`src/logic/cssr_map.svh`:
```
/*
 * constants of the clock source select and reset block: rates, timeout,
 * power-on defaults of the configuration word.
 * assumes inclusion by bare name from the selector module, its checker and the bench.
 */
`ifndef CSSR_MAP_SVH
`define CSSR_MAP_SVH

// system clock and nominal internal oscillator rate in Hz
`define CSSR_SYS_HZ        25'h17D_7840
`define CSSR_OSC_HZ        25'h0B7_1B00
// trim step of 4096 Hz per count of the otp trim field, given as a shift
`define CSSR_TRIM_SHIFT    12
// internal periods without an external edge before falling back
`define CSSR_EXT_TIMEOUT   6'h20
// power-on defaults, replaced by otp once it reports valid
`define CSSR_DEF_TRIM      8'h00
`define CSSR_DEF_PWRDN     8'h14
// power-down delay field counts units of 256 selected ticks, given as a shift
`define CSSR_PWRDN_SHIFT   8

`endif

```
`src/logic/cssr_pkg.sv`:
```
/*
 * types shared by the clock source select block.
 * assumes cssr_map.svh is on the include path.
 */
package cssr_pkg;

    // configuration loaded at power-on, both fields from otp
    typedef struct packed {
        logic [7:0] trim;
        logic [7:0] pwrdn_delay;
    } cssr_cfg_type;

    // clock source state
    typedef enum logic [1:0] {
        CSSR_LOAD,
        CSSR_INT,
        CSSR_EXT
    } cssr_state_type;

    // status bundle of the selector
    typedef struct packed {
        logic ext_sel;
        logic cfg_ready;
        logic ext_fail;
    } cssr_status_type;

endpackage

```
`src/logic/cssr_pin_sync.sv`:
```
/*
 * three-stage synchroniser for a pin from outside the clock domain.
 * a change counts once stages two and three agree; gives level and rise.
 * assumes the pin may toggle at any time relative to clk.
 */
`timescale 1ns/1ps
module cssr_pin_sync
    import cssr_pkg::*;
(
    // clock and reset
    input  wire logic clk,
    input  wire logic resetn,
    // asynchronous pin
    input  wire logic pin,
    // filtered result
    output logic      level_q,
    output logic      rise_q
);

    logic s1_q;
    logic s2_q;
    logic s3_q;

    // raw chain; s1 feeds only s2 to keep metastability contained
    always_ff @(posedge clk or negedge resetn)
    begin
        if (!resetn)
        begin
            s1_q <= 1'b0;
            s2_q <= 1'b0;
            s3_q <= 1'b0;
        end
        else
        begin
            s1_q <= pin;
            s2_q <= s1_q;
            s3_q <= s2_q;
        end
    end

    // accept a new level only when the two later stages agree
    always_ff @(posedge clk or negedge resetn)
    begin
        if (!resetn)
        begin
            level_q <= 1'b0;
            rise_q  <= 1'b0;
        end
        else
        begin
            rise_q <= (s2_q == s3_q) && s3_q && !level_q;
            if (s2_q == s3_q)
            begin
                level_q <= s3_q;
            end
        end
    end

endmodule

```
`src/logic/cssr_clock_select.sv`:
```
/*
 * clock source select and power-on configuration for a stepper driver core.
 * holds the modelled internal oscillator, the external clock detector with
 * its timeout, and the selected time base that paces all timed functions.
 * assumes clk is a 25 MHz system clock; the external clock arrives on an
 * asynchronous pin and is seen as edges sampled on clk, so it must stay
 * well below half the system rate for every edge to be caught.
 */
// Contract
// - power-on reset loads defaults; both values then come from otp
// - pin held low: run from internal oscillator, trimmed to 12 MHz via otp
// - first rising edge on clock pin switches to external clock
// - 32 internal periods without external edge: fall back to internal
// - all timed functions count selected clock ticks, scaling with frequency
`timescale 1ns/1ps
module cssr_clock_select
    import cssr_pkg::*;
(
    // clock and reset
    input  wire logic      clk,
    input  wire logic      resetn,
    // clock input pin of the driver
    input  wire logic      clk_pin,
    // otp read-out at power-up
    input  wire logic      otp_valid,
    input  wire logic [15:0] otp_word,
    // standstill indication from the step logic
    input  wire logic      standstill,
    // selected time base and its users
    output logic           tick_q,
    output logic [15:0]    tick_count_q,
    output logic           powerdown_q,
    // configuration and status
    output cssr_cfg_type   cfg_q,
    output cssr_status_type status_q
);

`include "cssr_map.svh"

    cssr_state_type state_q;
    logic [24:0]    acc_q;
    logic           osc_tick_q;
    logic [5:0]     timeout_q;
    logic [15:0]    still_q;
    logic           ext_rise;
    logic [24:0]    osc_inc;
    logic [25:0]    acc_sum;

    // pin filtering; the level is unused apart from the edge
    cssr_pin_sync u_pin_sync
    (
        .clk     (clk),
        .resetn  (resetn),
        .pin     (clk_pin),
        .level_q (),
        .rise_q  (ext_rise)
    );

    // trimmed oscillator increment, signed trim in coarse steps
    assign osc_inc = 25'(`CSSR_OSC_HZ + 25'($signed({{17{cfg_q.trim[7]}}, cfg_q.trim})
                     <<< `CSSR_TRIM_SHIFT));
    assign acc_sum = {1'b0, acc_q} + {1'b0, osc_inc};

    // internal oscillator model: fractional divider, one tick per period
    always_ff @(posedge clk or negedge resetn)
    begin
        if (!resetn)
        begin
            acc_q      <= 25'h000_0000;
            osc_tick_q <= 1'b0;
        end
        else if (acc_sum >= {1'b0, `CSSR_SYS_HZ})
        begin
            acc_q      <= 25'(acc_sum - {1'b0, `CSSR_SYS_HZ});
            osc_tick_q <= 1'b1;
        end
        else
        begin
            acc_q      <= acc_sum[24:0];
            osc_tick_q <= 1'b0;
        end
    end

    // configuration: constant defaults at reset, otp values once valid
    always_ff @(posedge clk or negedge resetn)
    begin
        if (!resetn)
        begin
            cfg_q.trim        <= `CSSR_DEF_TRIM;
            cfg_q.pwrdn_delay <= `CSSR_DEF_PWRDN;
        end
        else if (state_q == CSSR_LOAD && otp_valid)
        begin
            cfg_q.trim        <= otp_word[15:8];
            cfg_q.pwrdn_delay <= otp_word[7:0];
        end
    end

    // source selection state machine
    always_ff @(posedge clk or negedge resetn)
    begin
        if (!resetn)
        begin
            state_q <= CSSR_LOAD;
        end
        else
        begin
            case (state_q)
                CSSR_LOAD:
                begin
                    if (otp_valid)
                    begin
                        state_q <= CSSR_INT;
                    end
                end
                CSSR_INT:
                begin
                    if (ext_rise)
                    begin
                        state_q <= CSSR_EXT;
                    end
                end
                CSSR_EXT:
                begin
                    if (!ext_rise && osc_tick_q && timeout_q == `CSSR_EXT_TIMEOUT - 6'h01)
                    begin
                        state_q <= CSSR_INT;
                    end
                end
                default:
                begin
                    state_q <= CSSR_LOAD;
                end
            endcase
        end
    end

    // external timeout counted in internal periods, cleared by every edge
    always_ff @(posedge clk or negedge resetn)
    begin
        if (!resetn)
        begin
            timeout_q <= 6'h00;
        end
        else if (state_q != CSSR_EXT || ext_rise)
        begin
            timeout_q <= 6'h00;
        end
        else if (osc_tick_q)
        begin
            timeout_q <= timeout_q + 6'h01;
        end
    end

    // selected tick: whole periods only, one source per cycle, so a switch
    // can neither double a tick nor split one in half
    always_ff @(posedge clk or negedge resetn)
    begin
        if (!resetn)
        begin
            tick_q <= 1'b0;
        end
        else if (state_q == CSSR_EXT || (state_q == CSSR_INT && ext_rise))
        begin
            tick_q <= ext_rise;
        end
        else
        begin
            tick_q <= osc_tick_q;
        end
    end

    // free-running time base for chopper, blanking and step generator
    always_ff @(posedge clk or negedge resetn)
    begin
        if (!resetn)
        begin
            tick_count_q <= 16'h0000;
        end
        else if (tick_q)
        begin
            tick_count_q <= tick_count_q + 16'h0001;
        end
    end

    // standstill power-down delay measured in selected ticks
    always_ff @(posedge clk or negedge resetn)
    begin
        if (!resetn)
        begin
            still_q     <= 16'h0000;
            powerdown_q <= 1'b0;
        end
        else if (!standstill)
        begin
            still_q     <= 16'h0000;
            powerdown_q <= 1'b0;
        end
        else if (tick_q && !powerdown_q)
        begin
            still_q     <= still_q + 16'h0001;
            powerdown_q <= (still_q + 16'h0001) >= ({8'h00, cfg_q.pwrdn_delay} << `CSSR_PWRDN_SHIFT);
        end
    end

    // status outputs; fail is a one-cycle pulse on fallback
    always_ff @(posedge clk or negedge resetn)
    begin
        if (!resetn)
        begin
            status_q <= '0;
        end
        else
        begin
            status_q.ext_sel   <= (state_q == CSSR_EXT);
            status_q.cfg_ready <= (state_q != CSSR_LOAD);
            status_q.ext_fail  <= (state_q == CSSR_EXT) && !ext_rise && osc_tick_q
                                  && timeout_q == `CSSR_EXT_TIMEOUT - 6'h01;
        end
    end

endmodule

```
`config.mk`:
```
export PLATFORM = sky130hd
export DESIGN_NAME = cssr_clock_select
export DESIGN_NICKNAME = d
export VERILOG_FILES = /design/src/logic/cssr_pkg.sv /design/src/logic/cssr_pin_sync.sv /design/src/logic/cssr_clock_select.sv
export VERILOG_INCLUDE_DIRS = /design/src /design/src/logic
export SDC_FILE = /design/constraint.sdc
export NUM_CORES = 1
export LEC_CHECK = 0
export BUFFER_PORTS_ARGS = -buffer_cell sky130_fd_sc_hd__buf_2
export CAP_MARGIN = 10
export CORE_MARGIN = 2
export CORE_UTILIZATION = 50
export DETAILED_ROUTE_END_ITERATION = 8
export GPL_TIMING_DRIVEN = 0
export PLACE_DENSITY = 0.8
export SLEW_MARGIN = 20
export SYNTH_ARGS = -nofsm -noshare
export SYNTH_HDL_FRONTEND = slang
export SYNTH_HIERARCHICAL = 1
export SYNTH_SLANG_ARGS = --single-unit
```
`constraint.sdc`:
```
create_clock -name clk -period 8.9 [get_ports clk]
set_input_delay 0.445 -clock clk [delete_from_list [all_inputs] [get_ports clk]]
set_output_delay 0.445 -clock clk [all_outputs]
set_load 0.03 [all_outputs]
```
==> results_dict.tcl <==
set metrics [dict create \
    synth_fp_nets 561 \
    cp.arrival_ps 4520 \
    syn-cell-area_mm2 0.00501 \
    h-tree-depth 3 \
    pin_count 58 \
    worstSkewPairLatency_ps 370 \
    diodes 0 \
    fillers 812 \
    routed_wl_mm 10.3 \
    firstDrtPassIters 4 \
    synthArstFlopShare_pct 100 \
    synth_top_area_share_pct 41.9 \
    cts_buffer_depth 2 \
    r2r_end "acc_q[22]$_DFF_PN0_" \
    slew_headroom_pct 55.5 \
    yosys-top-cells-area "dfrtp_1 42%, xnor2_1 7.7%, ha_1 7.2%" \
    end_kind "flop" \
    rows 36 \
    via_per_inst 5.47 \
    ys_seq_elements 86 \
    layout-drive-gt1-share_pct 18.1 \
    finalSetupViolCount 0 \
    grt_pass1_wl_mm 18.1 \
    rrSetupSlack_ps 4640 \
    wire_per_inst_um 14.3 \
    cts_root_buf "clkbuf_8" \
    antenna_left 0 \
    area_growth_syn_to_layout_pct 14.1 \
    crit_type "flop to flop" \
    final_common_cell "dfrtp_1" \
    ys.flop_type "dfrtp_1" \
    final_cell_mix "84 x dfrtp_1, 58 x nand2_1, 58 x buf_2" \
    vias 3928 \
    finalNetCount 630 \
    drtIter0Drc 168 \
    rr_startpoint "cfg_q[8]$_DFFE_PN0P_" \
    grt_max_degree 45 \
    hold_viol_final 0 \
    antenna_found_initial 0 \
    overflow 0 \
    cts_tree "yes" \
    drc 0 \
    ys_seq_area_share_pct 43.0 \
    grt_usage_pct 20.2 \
    cts_resized 0 \
    worstSetupStartpointType "flop" \
    syn_area_per_cell_um2 9.81 \
    drv_slew 0 \
    tns_ps 0 \
    max_freq_mhz 235 \
    dieArea_mm2 0.0108 \
    coreArea_mm2 0.00977 \
    crit_fanout 10 \
    dp_hpwl_mm 7.68 \
    maxCapViolCount 0 \
    path_clk_slew_ps 90 \
    rsz0062_at_grt "false" \
    grt_pass1_vias 3955 \
    clock_skew_ps 10.8 \
    start_util_pct 51.3 \
    yosysTopAreaCell "dfrtp_1" \
    postCtsSetupBuffers 0 \
    post-route-period-util_pct 47.9 \
    die_y_um 104 \
    syn_inst 511 \
    cp_data_required_time_ps 9150 \
    port_buffers 57 \
    holdBufCountCts 0 \
    r2r_cells 15 \
    fp.dieW_um 104 \
    cts.sinks 86 \
    cts_buffers 9 \
    gp_congestion 0.843 \
    ys_warn_count 6 \
    status "completed" \
    worst_pin_slew_ps 667 \
    ys_types 60 \
    synth_enable_flop_cells 0 \
    hp-class "input port to asynchronous set/reset pin" \
    min_period_ps 4260 \
]
## registers in the layout, indices dropped and copies added (netlist names), 2 cells and up
name / flops
cfg_q: 16
tick_count_q: 16
status_q: 3
still_q: 16
state_q: 2
acc_q: 19
timeout_q: 6
## metal layers
| layer | vias up | share of wire [%] | GRT usage, % |
|---|---|---|---|
| li1 | 1919 | - | - |
| met1 | 1914 | 47 | 26.2 |
| met2 | 82 | 48 | 34.2 |
| met3 | 13 | 3.3 | 3.38 |
| met4 | 0 | 1.6 | 6.95 |
| met5 | - | 0 | 0 |
## layout make-up
| class | instances | area (um^2) | share of cell area [%] |
|---|---|---|---|
| buffer | 13 | 70.1 | 1.23 |
| multi-input combinational | 394 | 2720 | 47.6 |
| inverter | 18 | 67.6 | 1.18 |
| tap | 133 | 166 | 2.91 |
| sequential | 86 | 2150 | 37.7 |
| clock buffer | 9 | 124 | 2.17 |
| timing repair buffer | 58 | 308 | 5.38 |
| clock inverter | 7 | 106 | 1.86 |
## logic make-up (layout without fill, tap and decap cells)
family,Yosys count,count (layout),synth area share (%)
AOI/OAI and AO/OA,88,88,12.1
xor gates and xnor gates,72,72,12.6
adders and majority gates,29,29,7.24
buffers and inverters,31,105,2.75
DFF,86,86,43.0
muxes,15,15,3.32
other,1,1,0.0748
and+or+nand+nor,189,189,19.0
## synth_stat cells (all sizes together), types with 5 or more instances
library cell and number:
nor3 10, inv 18, nand2 58, xor2 28
mux2 10, o21ai 26, buf 6, ha 29
nor2 34, nor2b 7, and3 11, mux2i 5
nand2b 5, a21oi 17, and2 15, dfrtp 84
o21a 5, xnor2 44, a21boi 5, clkbuf 7
or3 7, nand3 17, nand4 11
## how the worst max path moves through the flow
stage	slack, ps	cells after the start	from	to
global route	4340	14	cfg_q[8]$_DFFE_PN0P_	acc_q[22]$_DFF_PN0_
detailed placement	4680	14	cfg_q[8]$_DFFE_PN0P_	acc_q[22]$_DFF_PN0_
finish	4640	15	cfg_q[8]$_DFFE_PN0P_	acc_q[22]$_DFF_PN0_
floorplan	5140	15	cfg_q[8]$_DFFE_PN0P_	acc_q[22]$_DFF_PN0_
global placement	4840	15	cfg_q[8]$_DFFE_PN0P_	acc_q[22]$_DFF_PN0_
CTS	4660	14	cfg_q[8]$_DFFE_PN0P_	acc_q[22]$_DFF_PN0_
## worst max-delay path, stage by stage (launching register included)
cell,delay [ps]
dfrtp_1,440
ha_1,240
nand3_1,110
nor3b_1,380
xor2_1,160
ha_1,330
nand2_1,50
o21ai_0,520
mux2i_1,260
o311ai_1,170
nand2b_1,200
a2111o_1,430
o31ai_4,340
buf_6,190
o2111ai_1,150
xnor2_1,180
## per-stage QoR
step	instance area, um^2	util, %	setup WS, ps	hold slack, ps	std cells
floorplan	5010	-	5140	149	511
global placement	5470	55.9	4840	337	701
detailed placement	5490	56.1	4680	342	702
CTS	5720	58.5	4660	72.2	718
global route	5720	58.5	4340	97.2	718
finish	5720	58.5	4640	63.1	718
Power is not shown: default switching activity piles up to over one toggle a cycle in this logic, so the estimate is an artifact.
